--- src/hw/ac_sense_cfg.svh ---
// Constants for the AC line sense flag monitor: addresses, fields, widths and timings.
`ifndef AC_SENSE_CFG_SVH
`define AC_SENSE_CFG_SVH

`define AC_APB_AW           20
`define AC_APB_DW           32
`define AC_IDX_GAIN_TRIM    16'hFE77
`define AC_IDX_SETTING      16'hFE78
`define AC_IDX_STATUS       16'h0010
`define AC_RST_GAIN_TRIM    8'h00
`define AC_RST_SETTING      8'h00

`define AC_TRIM_SIGN_BIT    7
`define AC_TRIM_MAG_HI      6
`define AC_TRIM_MAG_LO      0
`define AC_SET_PG_INC_BIT   7
`define AC_SET_PG_DEB_BIT   6
`define AC_SET_THR_HI       5
`define AC_SET_THR_LO       2
`define AC_SET_DEB_HI       1
`define AC_SET_DEB_LO       0

`define AC_ADC_W            12
`define AC_THR_W            4
`define AC_MAG_W            7
`define AC_TRIM_SHIFT       9
`define AC_FULL_SCALE_MV    1600
`define AC_HYST_MV          75

`define AC_CLK_KHZ          50000
`define AC_DEB_2P6_US       2600
`define AC_DEB_10P4_US      10400
`define AC_DEB_100_US       100000
`define AC_CNT_W            23

`endif

--- src/hw/ac_sense_pkg.sv ---
// Types shared by the AC line sense flag monitor.
`include "ac_sense_cfg.svh"

package ac_sense_pkg;

  typedef struct packed
  {
    logic                 valid;
    logic [`AC_ADC_W-1:0] value;
  } adc_sample_s;

  typedef struct packed
  {
    logic                 sign;
    logic [`AC_MAG_W-1:0] mag;
  } gain_trim_s;

  typedef struct packed
  {
    logic                 pg_include;
    logic                 pg_debounce;
    logic [`AC_THR_W-1:0] threshold;
    logic [1:0]           debounce;
  } setting_s;

  typedef struct packed
  {
    logic first;
    logic second;
  } power_good_s;

endpackage

--- src/hw/ac_sense_flag_monitor.sv ---
// AC line sense monitor: gain trim, threshold with hysteresis, debounce and power-good folding.
//
// Our own choice: the APB slave port.
`include "ac_sense_cfg.svh"

module ac_sense_flag_monitor
#(
  // The clock is scaled to MHz first, so the 100 ms product stays inside 32 bits.
  parameter int unsigned DEB_2P6_CYC  = `AC_DEB_2P6_US * (`AC_CLK_KHZ / 1000),
  parameter int unsigned DEB_10P4_CYC = `AC_DEB_10P4_US * (`AC_CLK_KHZ / 1000),
  parameter int unsigned DEB_100_CYC  = `AC_DEB_100_US * (`AC_CLK_KHZ / 1000)
)
(
  input  wire logic                      pclk,
  input  wire logic                      presetn,
  input  wire logic                      psel,
  input  wire logic                      penable,
  input  wire logic                      pwrite,
  input  wire logic [`AC_APB_AW-1:0]     paddr,
  input  wire logic [`AC_APB_DW-1:0]     pwdata,
  output logic      [`AC_APB_DW-1:0]     prdata,
  output logic                           pready,
  output logic                           pslverr,
  input  wire ac_sense_pkg::adc_sample_s sense_sample,
  input  wire ac_sense_pkg::power_good_s power_good_in,
  output logic                           ac_line_sense,
  output logic                           power_good_first_channel,
  output logic                           power_good_second_channel
);
  import ac_sense_pkg::*;

  localparam logic [`AC_ADC_W-1:0] HYST_CNT =
    `AC_ADC_W'((`AC_HYST_MV * (1 << `AC_ADC_W)) / `AC_FULL_SCALE_MV);
  localparam logic [`AC_ADC_W-1:0] ADC_MAX  = {`AC_ADC_W{1'b1}};

  gain_trim_s            trim;
  setting_s              setting;
  logic [`AC_ADC_W-1:0]  trim_val;
  logic                  trim_valid;
  logic                  raw_flag;
  logic                  pg_flag;
  logic                  thr_zero;
  logic [1:0]            deb_flag;
  logic [`AC_CNT_W-1:0]  lim [2];

  assign thr_zero = (setting.threshold == `AC_THR_W'(0));

  ////////////////////////////////////////////////////////////////////////////
  // APB slave. Zero wait states; read data is caught in the setup cycle.

  function automatic logic [1:0] decode(input logic [`AC_APB_AW-1:0] addr);
    if (addr == `AC_APB_AW'(`AC_IDX_GAIN_TRIM * 4))
      return 2'h1;
    else if (addr == `AC_APB_AW'(`AC_IDX_SETTING * 4))
      return 2'h2;
    else if (addr == `AC_APB_AW'(`AC_IDX_STATUS * 4))
      return 2'h3;
    else
      return 2'h0;
  endfunction

  assign pready = 1'b1;

  always_ff @(posedge pclk or negedge presetn)
  begin
    if (!presetn)
    begin
      trim    <= `AC_RST_GAIN_TRIM;
      setting <= `AC_RST_SETTING;
    end
    else if (psel && penable && pwrite)
    begin
      if (decode(paddr) == 2'h1)
        trim <= pwdata[7:0];
      if (decode(paddr) == 2'h2)
        setting <= pwdata[7:0];
    end
  end

  always_ff @(posedge pclk or negedge presetn)
  begin
    if (!presetn)
    begin
      prdata  <= `AC_APB_DW'(0);
      pslverr <= 1'b0;
    end
    else if (psel && !penable)
    begin
      pslverr <= (decode(paddr) == 2'h0) || (pwrite && decode(paddr) == 2'h3);
      case (decode(paddr))
        2'h1:    prdata <= `AC_APB_DW'(trim);
        2'h2:    prdata <= `AC_APB_DW'(setting);
        2'h3:    prdata <= {12'h000, trim_val, 5'h00, pg_flag, raw_flag, ac_line_sense};
        default: prdata <= `AC_APB_DW'(0);
      endcase
    end
  end

  ////////////////////////////////////////////////////////////////////////////
  // Gain trim. The correction is mag / 512 of the reading, so full trim is about 25 %.

  logic [`AC_ADC_W+`AC_MAG_W-1:0] trim_prod;
  logic [`AC_ADC_W:0]             trim_delta;
  logic [`AC_ADC_W+1:0]           trim_sum;

  always_comb
  begin
    trim_prod  = (`AC_ADC_W+`AC_MAG_W)'(sense_sample.value) * (`AC_ADC_W+`AC_MAG_W)'(trim.mag);
    trim_delta = (`AC_ADC_W+1)'(trim_prod >> `AC_TRIM_SHIFT);
    if (trim.sign)
      trim_sum = {2'b00, sense_sample.value} - {1'b0, trim_delta};
    else
      trim_sum = {2'b00, sense_sample.value} + {1'b0, trim_delta};
  end

  always_ff @(posedge pclk or negedge presetn)
  begin
    if (!presetn)
    begin
      trim_val   <= `AC_ADC_W'(0);
      trim_valid <= 1'b0;
    end
    else
    begin
      trim_valid <= sense_sample.valid;
      if (sense_sample.valid)
        trim_val <= trim_sum[`AC_ADC_W] ? ADC_MAX : trim_sum[`AC_ADC_W-1:0];
    end
  end

  ////////////////////////////////////////////////////////////////////////////
  // Threshold comparison. The flag marks a low line: it sets below the
  // threshold and clears once the value is a hysteresis step above it, or at once when the threshold is zero.

  logic [`AC_ADC_W:0] release_lvl;
  assign release_lvl = {1'b0, setting.threshold, 8'h00} + {1'b0, HYST_CNT};

  always_ff @(posedge pclk or negedge presetn)
  begin
    if (!presetn)
      raw_flag <= 1'b0;
    else if (thr_zero)
      raw_flag <= 1'b0;
    else if (trim_valid)
    begin
      if (trim_val[`AC_ADC_W-1 -: `AC_THR_W] < setting.threshold)
        raw_flag <= 1'b1;
      else if ({1'b0, trim_val} >= release_lvl)
        raw_flag <= 1'b0;
    end
  end

  ////////////////////////////////////////////////////////////////////////////
  // Debouncers: lane 0 drives the sense flag, lane 1 the power-good contribution.

  function automatic logic [`AC_CNT_W-1:0] deb_limit(input logic [1:0] code);
    case (code)
      2'h1:    return `AC_CNT_W'(DEB_2P6_CYC);
      2'h2:    return `AC_CNT_W'(DEB_10P4_CYC);
      2'h3:    return `AC_CNT_W'(DEB_100_CYC);
      default: return `AC_CNT_W'(0);
    endcase
  endfunction

  assign lim[0] = deb_limit(setting.debounce);
  assign lim[1] = deb_limit({1'b0, setting.pg_debounce});

  genvar g;
  generate
    for (g = 0; g < 2; g++)
    begin : g_deb
      logic [`AC_CNT_W-1:0] cnt;
      always_ff @(posedge pclk or negedge presetn)
      begin
        if (!presetn)
        begin
          cnt         <= `AC_CNT_W'(0);
          deb_flag[g] <= 1'b0;
        end
        else if (thr_zero || raw_flag == deb_flag[g])
        begin
          cnt <= `AC_CNT_W'(0);
          if (thr_zero)
            deb_flag[g] <= 1'b0;
        end
        else if (cnt + `AC_CNT_W'(1) >= lim[g])
        begin
          cnt         <= `AC_CNT_W'(0);
          deb_flag[g] <= raw_flag;
        end
        else
          cnt <= cnt + `AC_CNT_W'(1);
      end
    end
  endgenerate

  assign ac_line_sense = deb_flag[0];
  assign pg_flag       = deb_flag[1];

  always_ff @(posedge pclk or negedge presetn)
  begin
    if (!presetn)
    begin
      power_good_first_channel  <= 1'b0;
      power_good_second_channel <= 1'b0;
    end
    else
    begin
      power_good_first_channel  <= power_good_in.first && !(setting.pg_include && pg_flag);
      power_good_second_channel <= power_good_in.second && !(setting.pg_include && pg_flag);
    end
  end
endmodule

--- config.mk ---
export PLATFORM = sky130hd
export DESIGN_NAME = ac_sense_flag_monitor
export DESIGN_NICKNAME = d
export VERILOG_FILES = /design/src/hw/ac_sense_pkg.sv /design/src/hw/ac_sense_flag_monitor.sv
export VERILOG_INCLUDE_DIRS = /design/src /design/src/hw
export SDC_FILE = /design/constraint.sdc
export NUM_CORES = 1
export LEC_CHECK = 0
export BUFFER_PORTS_ARGS = -buffer_cell sky130_fd_sc_hd__buf_4
export CAP_MARGIN = 20
export CORE_ASPECT_RATIO = 2
export CORE_UTILIZATION = 40
export CTS_CLUSTER_SIZE = 12
export DETAILED_ROUTE_END_ITERATION = 16
export PLACE_DENSITY = 0.69
export SLEW_MARGIN = 20
export SYNTH_ARGS = -nofsm -noshare
export SYNTH_HDL_FRONTEND = slang
export SYNTH_SLANG_ARGS = --single-unit
export TNS_END_PERCENT = 10
--- constraint.sdc ---
create_clock -name pclk -period 8.4 [get_ports pclk]
set_input_delay 0.84 -clock pclk [delete_from_list [all_inputs] [get_ports pclk]]
set_output_delay 0.84 -clock pclk [all_outputs]
set_load 0.05 [all_outputs]
==> flow_metrics.env, run 1 <==
export IMPL_r2r_slack_ps=1130
export IMPL_worstSetupStartpointType="flop"
export IMPL_powerDensity_nw_per_um2=106
export IMPL_core_area_um2=21100
export IMPL_drive_gt1_share_pct=13.1
export IMPL_p_comb_share_pct=11.9
export IMPL_p_int_w=0.000745
export IMPL_fin_tns_setup_ps=0
export IMPL_clock_skew_final_ps=7.51
export IMPL_layout_min_cycle_time_ps=7270
export IMPL_clockBufferDepth=2
export IMPL_postRouteAntennaNets=0
export IMPL_rows=75
export IMPL_synth_edff_count=0
export IMPL_period_share_pct=86.6
export IMPL_start_util_pct=40.9
export IMPL_synth_cells=922
export IMPL_numCtsBuffers=9
export IMPL_die_width_um=106
export IMPL_p_switching_w=0.000285
export IMPL_r2r_cells=25
export IMPL_crit_type="flop to flop"
export IMPL_vias_per_cell=5.36
export IMPL_dpl_hpwl_mm=15.7
export IMPL_clkSlewWorstSetupHoldPaths_ps=70
export IMPL_num_io_pins=109
export IMPL_ys_flop_type="dfrtp_1"
export IMPL_synthArstFlopShare_pct=100
export IMPL_root_buffer="clkbuf_16"
export IMPL_areaGrowthSynthToFinish_pct=12.2
export IMPL_crit_path_frequent_cell="fa_1"
export IMPL_avgSynthCellArea_um2=9.37
export IMPL_end_kind="flop"
export IMPL_antenna_cells=0
export IMPL_final_cell_mix="dfrtp_1, ha_1, nand2_1"
export IMPL_finalHoldViolCount=0
export IMPL_cts_sinks=101
export IMPL_htree_levels=3
export IMPL_die_area_um2=22200
export IMPL_wl_per_cell_um=15.5
export IMPL_nNetsFinal=1197
export IMPL_seq_power_share_pct=49.2
export IMPL_antenna_found_initial=0
export IMPL_cts_resized=0
export IMPL_critPathRequiredTime_ps=8630
export IMPL_drc=0
export IMPL_synth_cell_types=67
export IMPL_finalSetupViolCount=0
export IMPL_slowest_stage="dfrtp_1"
export IMPL_grt_met3_usage_pct=1.96
export IMPL_drt_initial_drc_count=239
export IMPL_vias=6772
export IMPL_power_frac_clock_pct=38.9
export IMPL_finalPower_w=0.00103
export IMPL_hold_path_class="input port to async pin"
export IMPL_grt_max_degree=82
export IMPL_overflow=0
export IMPL_critPathMaxFanout=14
export IMPL_grt_met2_usage_pct=36.9
export IMPL_switching_share_pct=27.7
export IMPL_grt_use_met1_pct=18.8
export IMPL_io_buffers=71
export IMPL_cts_tree="built"
export IMPL_cts_hold_buf=0
export IMPL_die_y_um=210
export IMPL_drtPass1Iterations=4
export IMPL_grt_pass1_wl_mm=32.5
export IMPL_p_leak_nw=4.79
export IMPL_maxSlewViolCount=0
export IMPL_grt_setup_unrepaired="false"
export IMPL_grt_pass1_vias=6993
export IMPL_fmax_mhz=138
export IMPL_relSlewSlack_pct=34.6
export IMPL_synth_area_um2=8640
export IMPL_layout_commonest_cell="dfrtp_1"
export IMPL_ys_seq_elements=101
export IMPL_clk_latency_ps=360
export IMPL_drv_cap=0
export IMPL_peakVddDrop_uv=131
export IMPL_status="finished clean"
export IMPL_worst_pin_slew_ps=981
export IMPL_gr_max_usage_layer="met2"
export IMPL_post_cts_buffers=0
export IMPL_ys_warn_count=0
export IMPL_place_congestion=0.849
export IMPL_routed_wl_mm=19.6
export IMPL_groute_usage_overall_pct=18.7
export IMPL_critPathMaxStageDelay_ps=760
export IMPL_ys_seq_area_share_pct=29.3
export IMPL_arrival_ps=7500
[power by group through the flow]
stage               Sequential [W]  Combinational, W  Clock [W]
finish                    0.000507          0.000122   0.000401
global route              0.000509          0.000134   0.000426
CTS                       0.000507          0.000124   0.000408
detailed placement        0.000517          0.000124          0
global placement          0.000516          0.000122          0
floorplan                 0.000525         0.0000634          0
[routing by layer]
metal	part of all wire, %	up-vias
met1	36	3330
met3	3.0	46
met2	57	145
li1	-	3251
met5	0	-
met4	4.0	0
[sequential cells by signal, indices dropped and copies added, names as in the netlist]
register / flops
g_deb.cnt: 46
prdata: 20
trim_val: 12
setting: 8
trim: 8
ac_line_sense: 1
pg_flag: 1
power_good_first_channel: 1
power_good_second_channel: 1
pslverr: 1
raw_flag: 1
trim_valid: 1
[stage by stage]
step / util [%] / cells / instance area (um^2) / setup slack (ps) / hold WS [ps]
2_1_floorplan: - / 939 / 8700 / 1580 / 433
3_3_place_gp: 44.6 / 1247 / 9410 / 1030 / 446
3_5_place_dp: 44.6 / 1247 / 9410 / 889 / 454
4_1_cts: 45.9 / 1263 / 9690 / 1170 / 355
5_1_grt: 45.9 / 1263 / 9690 / 748 / 368
6_report: 45.9 / 1263 / 9690 / 1130 / 347
[path summary, 6_finish.rpt]
check                                          start                        end
setup / recovery                 trim[4]$_DFFE_PN0P_    trim_val[7]$_DFFE_PN0P_
hold / removal                               presetn     prdata[13]$_DFFE_PN0P_
setup reg to reg                 trim[4]$_DFFE_PN0P_    trim_val[7]$_DFFE_PN0P_
hold reg to reg            g_deb[0].cnt[0]$_DFF_PN0_  g_deb[0].cnt[0]$_DFF_PN0_
max in group asynchronous                    presetn  g_deb[1].cnt[1]$_DFF_PN0_
min in group pclk          g_deb[0].cnt[0]$_DFF_PN0_  g_deb[0].cnt[0]$_DFF_PN0_
[cells in the mapped netlist, types with 16 or more instances]
cell / instances / area (um^2)
xor2_1: 31 / 272
clkbuf_1: 18 / 67.6
nand2_1: 85 / 319
dfrtp_1: 101 / 2530
o21ai_0: 23 / 115
nand3_1: 43 / 215
mux2_2: 16 / 180
xnor2_1: 37 / 324
inv_1: 79 / 297
fa_1: 49 / 981
and2_1: 58 / 363
ha_1: 87 / 1090
nor2_1: 69 / 259
nand4_1: 17 / 106
nor2b_1: 30 / 188
a21oi_1: 28 / 140
[kinds of logic (layout without fill, tap and decap cells)]
logic type      Yosys count  count (layout)  synth area share (%)
buf+inv                 115             170                  5.68
compound gates          120             120                  10.3
other cells               2              19                0.0869
xor+xnor                 68              68                  6.89
fa+ha+maj               136             136                  24.0
flops                   101             101                  29.3
simple gates            361             361                  21.4
mux                      19              19                  2.43
[worst max-delay path, delay by kind of cell, from the launching register on]
| kind | cells | cell delay [ps] |
|---|---|---|
| muxes | 1 | 340 |
| adders and majority gates | 6 | 2710 |
| AOI/OAI and AO/OA | 10 | 2090 |
| DFF | 1 | 760 |
| xor gates and xnor gates | 2 | 290 |
| buffers and inverters | 1 | 240 |
| and+or+nand+nor | 5 | 720 |
[final cells by class]
class / instances / area (um^2)
clock buffers: 9 / 225
clock inverters: 7 / 58.8
fillers: 2096 / 11400
inverters: 79 / 297
multi-input cells: 723 / 5680
flip-flops and latches: 101 / 2530
well taps: 269 / 337
repair buffers: 75 / 563
No activity file was read; power rests on OpenSTA's default activity.
==> run 2, diff against run 1 <==
==> constraint.sdc (replaced) <==
create_clock -name pclk -period 7.6 [get_ports pclk]
set_input_delay 0.76 -clock pclk [delete_from_list [all_inputs] [get_ports pclk]]
set_output_delay 0.76 -clock pclk [all_outputs]
set_load 0.05 [all_outputs]
==> run 2 against run 1 <==
  * Sequential power increased by 10%
  * Sequential cell count unchanged
  * Clock power increased by 19%
  * Via count decreased by 0.65%
  * Critical path depth unchanged
  * Routed wire length increased by 2.0%
  * Critical path type unchanged
  * Sequential share of layout area decreased by 0.11 points
  * Die area unchanged
  * Global-route usage increased by 0.31 points
==> flow_metrics.env, run 2 (synthesized netlist as in run 1, its figures left out) <==
export IMPL_die_y_um=210
export IMPL_clock_skew_final_ps=7.56
export IMPL_peakVddDrop_uv=106
export IMPL_p_leak_nw=4.83
export IMPL_period_share_pct=93.0
export IMPL_biggestRegsByFlops="g_deb.cnt x46, prdata x20, trim_val x12"
export IMPL_layout_commonest_cell="dfrtp_1"
export IMPL_reg2reg_from="trim[6]$_DFFE_PN0P_"
export IMPL_critPathRequiredTime_ps=7820
export IMPL_hold_path_class="input port to async pin"
export IMPL_drt_initial_drc_count=263
export IMPL_start_util_pct=40.9
export IMPL_drv_cap=0
export IMPL_path_buf_inv=1
export IMPL_cts_sinks=101
export IMPL_grt_pass1_wl_mm=33.0
export IMPL_overflow=0
export IMPL_crit_path_frequent_cell="fa_1"
export IMPL_dpl_hpwl_mm=16.0
export IMPL_num_io_pins=109
export IMPL_largest_register_ffs=46
export IMPL_areaGrowthSynthToFinish_pct=12.8
export IMPL_r2r_cells=25
export IMPL_end_kind="flop"
export IMPL_clk_latency_ps=360
export IMPL_slowest_stage="dfrtp_2"
export IMPL_finalSetupViolCount=0
export IMPL_wl_per_cell_um=15.8
export IMPL_grt_pass1_vias=7015
export IMPL_critPathMaxFanout=14
export IMPL_place_ws_ps=160
export IMPL_cp_top_family="adder cells"
export IMPL_antenna_cells=0
export IMPL_grt_max_degree=83
export IMPL_worstSetupStartpointType="flop"
export IMPL_cp_depth=25
export IMPL_clockBufferDepth=2
export IMPL_vias=6728
export IMPL_finalHoldViolCount=0
export IMPL_maxSlewViolCount=0
export IMPL_layout_min_cycle_time_ps=7060
export IMPL_whs_ps=271
export IMPL_antenna_found_initial=0
export IMPL_r2r_slack_ps=540
export IMPL_critPathMaxStageDelay_ps=540
export IMPL_relSlewSlack_pct=34.8
export IMPL_final_cell_mix="dfrtp_1, ha_1, nand2_1"
export IMPL_fmax_mhz=142
export IMPL_rows=75
export IMPL_vias_per_cell=5.31
export IMPL_cts_tree="built"
export IMPL_core_area_um2=21100
export IMPL_status="finished clean"
export IMPL_drive_gt1_share_pct=13.5
export IMPL_nNetsFinal=1200
export IMPL_root_buffer="clkbuf_16"
export IMPL_grt_setup_unrepaired="false"
export IMPL_postRouteAntennaNets=0
export IMPL_cts_hold_buf=0
export IMPL_groute_usage_overall_pct=19.1
export IMPL_cp_startpoint="trim[6]$_DFFE_PN0P_"
export IMPL_clkSlewWorstSetupHoldPaths_ps=70
export IMPL_drtPass1Iterations=5
export IMPL_worst_pin_slew_ps=975
export IMPL_routed_wl_mm=20.0
export IMPL_arrival_ps=7290
export IMPL_fin_tns_setup_ps=0
export IMPL_place_congestion=0.856
export IMPL_crit_end="trim_val[9]$_DFFE_PN0P_"
export IMPL_drc=0
export IMPL_setup_slack_ps=535
export IMPL_top_register="g_deb.cnt"
export IMPL_powerDensity_nw_per_um2=120
export IMPL_finalPower_w=0.00117
export IMPL_die_width_um=106
export IMPL_numCtsBuffers=9
export IMPL_die_area_um2=22200
export IMPL_htree_levels=3
export IMPL_io_buffers=71
export IMPL_r2r_end="trim_val[9]$_DFFE_PN0P_"
export IMPL_crit_type="flop to flop"
==> run 2: what timing repair did <==
action / CTS / global route
setup buffers: 0 / 0
endpoints found under the setup margin: 0 / 12
gates resized for setup: 0 / 2
==> run 2: per-stage QoR <==
stage / util (%) / cells / cell area (um^2)
after global routing: 46.2 / 1266 / 9740
after detailed placement: 44.7 / 1250 / 9430
final: 46.2 / 1266 / 9740
after global placement: 44.7 / 1250 / 9430
after CTS: 46.1 / 1266 / 9740
after floorplan: - / 939 / 8700
==> run 2: how the worst min path moves through the flow <==
stage | end | cells past startpoint
after floorplan | g_deb[0].cnt[0]$_DFF_PN0_ | 1
after global routing | prdata[13]$_DFFE_PN0P_ | 1
final | prdata[13]$_DFFE_PN0P_ | 1
after detailed placement | g_deb[0].cnt[0]$_DFF_PN0_ | 1
after global placement | g_deb[0].cnt[0]$_DFF_PN0_ | 1
after CTS | g_deb[0].cnt[9]$_DFF_PN0_ | 1
==> run 2: report_power, final <==
| part | switching, W | internal [W] | total, W |
|---|---|---|---|
| Combinational | 0.0000875 | 0.0000476 | 0.000135 |
| Clock | 0.000218 | 0.000261 | 0.000479 |
| Sequential | 0.0000100 | 0.000550 | 0.000560 |
==> run 2: per-layer routing <==
layer	share of wire, %	GRT usage (%)	vias to the layer above
met5	0	0	-
met4	2.9	8.14	0
met3	3.2	2.24	31
met2	58	38.2	136
met1	36	19.1	3321
li1	-	-	3240
==> run 2: cell type report <==
type / instances / area [um^2]
sequential: 101 / 2530
fill: 2029 / 11400
inverter: 79 / 297
multi-input combinational: 723 / 5680
tap: 269 / 337
clock buffer: 9 / 225
clock inverter: 7 / 82.6
timing repair buffer: 78 / 589
==> run 3, diff against run 2 <==
--- a/config.mk
+++ b/config.mk
@@ -12,7 +12,7 @@
 export CORE_UTILIZATION = 40
 export CTS_CLUSTER_SIZE = 12
 export DETAILED_ROUTE_END_ITERATION = 16
-export PLACE_DENSITY = 0.69
+export PLACE_DENSITY = 0.61
 export SLEW_MARGIN = 20
 export SYNTH_ARGS = -nofsm -noshare
 export SYNTH_HDL_FRONTEND = slang
==> run 3 against run 2 <==
  * Via count down 1.0%
  * First-iteration DRC count up 32%
  * Die area unchanged
  * Clock power down 1%
  * Clock skew up 0.74 ps
  * Hold slack better by 95 ps
  * Combinational power about the same
  * Non-clock buffer count unchanged
  * Sequential share of layout area about the same
  * Sequential cell count unchanged
  * Largest cell class unchanged
==> flow_metrics.env, run 3 (synthesized netlist as in run 1, its figures left out) <==
export IMPL_worstSetupStartpointType="flop"
export IMPL_top_register="g_deb.cnt"
export IMPL_areaGrowthSynthToFinish_pct=12.8
export IMPL_postRouteAntennaNets=0
export IMPL_rows=75
export IMPL_clock_skew_final_ps=8.30
export IMPL_place_congestion=0.820
export IMPL_layout_min_cycle_time_ps=7290
export IMPL_numCtsBuffers=9
export IMPL_htree_levels=3
export IMPL_end_kind="flop"
export IMPL_fin_tns_setup_ps=0
export IMPL_root_buffer="clkbuf_16"
export IMPL_dpl_hpwl_mm=16.7
export IMPL_reg2reg_from="trim[4]$_DFFE_PN0P_"
export IMPL_io_buffers=71
export IMPL_critPathMaxFanout=14
export IMPL_critPathMaxStageDelay_ps=660
export IMPL_relSlewSlack_pct=38.0
export IMPL_clockBufferDepth=2
export IMPL_period_share_pct=95.9
export IMPL_drive_gt1_share_pct=13.7
export IMPL_cp_startpoint="trim[4]$_DFFE_PN0P_"
export IMPL_critPathRequiredTime_ps=7810
export IMPL_drc=0
export IMPL_core_area_um2=21100
export IMPL_worst_pin_slew_ps=922
export IMPL_crit_end="trim_val[3]$_DFFE_PN0P_"
export IMPL_groute_usage_overall_pct=19.3
export IMPL_maxSlewViolCount=0
export IMPL_r2r_slack_ps=310
export IMPL_powerDensity_nw_per_um2=120
export IMPL_vias=6660
export IMPL_drtPass1Iterations=6
export IMPL_cts_hold_buf=0
export IMPL_grt_pass1_wl_mm=33.7
export IMPL_antenna_found_initial=0
export IMPL_vias_per_cell=5.26
export IMPL_finalHoldViolCount=0
export IMPL_cts_tree="built"
export IMPL_clk_latency_ps=350
export IMPL_num_io_pins=109
export IMPL_crit_type="flop to flop"
export IMPL_die_width_um=106
export IMPL_final_cell_mix="dfrtp_1, ha_1, nand2_1"
export IMPL_drv_cap=0
export IMPL_die_area_um2=22200
export IMPL_post_route_util_pct=46.1
export IMPL_start_util_pct=40.9
export IMPL_clkSlewWorstSetupHoldPaths_ps=80
export IMPL_slowest_stage="dfrtp_1"
export IMPL_r2r_end="trim_val[3]$_DFFE_PN0P_"
export IMPL_finalSetupViolCount=0
export IMPL_post_cts_buffers=0
export IMPL_biggestRegsByFlops="g_deb.cnt x46, prdata x20, trim_val x12"
export IMPL_layout_commonest_cell="dfrtp_1"
export IMPL_status="finished clean"
export IMPL_fillers=2097
export IMPL_r2r_cells=25
export IMPL_grt_setup_unrepaired="false"
export IMPL_fmax_mhz=137
export IMPL_peakVddDrop_uv=114
export IMPL_grt_max_degree=65
export IMPL_overflow=0
export IMPL_antenna_cells=0
export IMPL_hold_path_class="input port to async pin"
export IMPL_cts_sinks=101
export IMPL_die_y_um=210
export IMPL_grt_pass1_vias=7066
export IMPL_wl_per_cell_um=16.0
export IMPL_p_leak_nw=4.82
export IMPL_largest_register_ffs=46
export IMPL_drt_initial_drc_count=347
export IMPL_routed_wl_mm=20.3
export IMPL_nNetsFinal=1200
export IMPL_cts_resized=0
export IMPL_arrival_ps=7500
## run 3: cell counts in the layout (fill, tap and decap cells not counted)
Identical to the previous run, type by type.
## run 3: worst max-delay path: cells and delay by family (launching register included)
kind,cells,cell delay [ps]
fa+ha+maj,6,2680
compound gates,11,2100
simple gates,4,710
flops,1,660
xor+xnor,2,410
mux,1,360
buf+inv,1,250
## run 3: how the worst min path moves through the flow
stage	cells past startpoint	slack, ps	to
after floorplan	1	430	g_deb[0].cnt[0]$_DFF_PN0_
after global placement	1	450	g_deb[0].cnt[0]$_DFF_PN0_
after detailed placement	1	460	g_deb[0].cnt[0]$_DFF_PN0_
after CTS	1	380	pslverr$_DFFE_PN0P_
after global routing	1	400	pslverr$_DFFE_PN0P_
final	1	370	pslverr$_DFFE_PN0P_
## run 3: area by class of cell
class	count	area, um^2	area share, %
Inverter	79	297	3.04
Clock buffer	9	225	2.31
Tap cell	269	337	3.46
Timing Repair Buffer	78	586	6.01
Clock inverter	7	80.1	0.822
Sequential cell	101	2530	26.0
Multi-Input combinational cell	723	5680	58.4
## run 3: power breakdown
part           leakage (nW)  internal (W)  total [W]  switching, W
registers              1.33      0.000550   0.000560    0.00000930
logic                  3.35     0.0000479   0.000134     0.0000860
clock network         0.143      0.000260   0.000473      0.000214
## run 3: metrics by stage
stage	hold slack [ps]	setup slack [ps]	instance area, um^2	std cells	power, W
2_1_floorplan	433	864	8700	939	0.000651
3_3_place_gp	452	138	9430	1250	0.000703
3_5_place_dp	460	94.8	9430	1250	0.000706
4_1_cts	381	369	9740	1266	0.00118
5_1_grt	396	3.66	9740	1266	0.00121
6_report	366	309	9740	1266	0.00117
## run 3: layer usage
| layer | wire length, um | vias to the layer above | global-route usage, % |
|---|---|---|---|
| met5 | 0 | - | 0 |
| met4 | 594 | 0 | 7.57 |
| met3 | 500 | 31 | 1.71 |
| met2 | 11800 | 99 | 39.1 |
| met1 | 7360 | 3294 | 19.6 |
| li1 | - | 3236 | - |
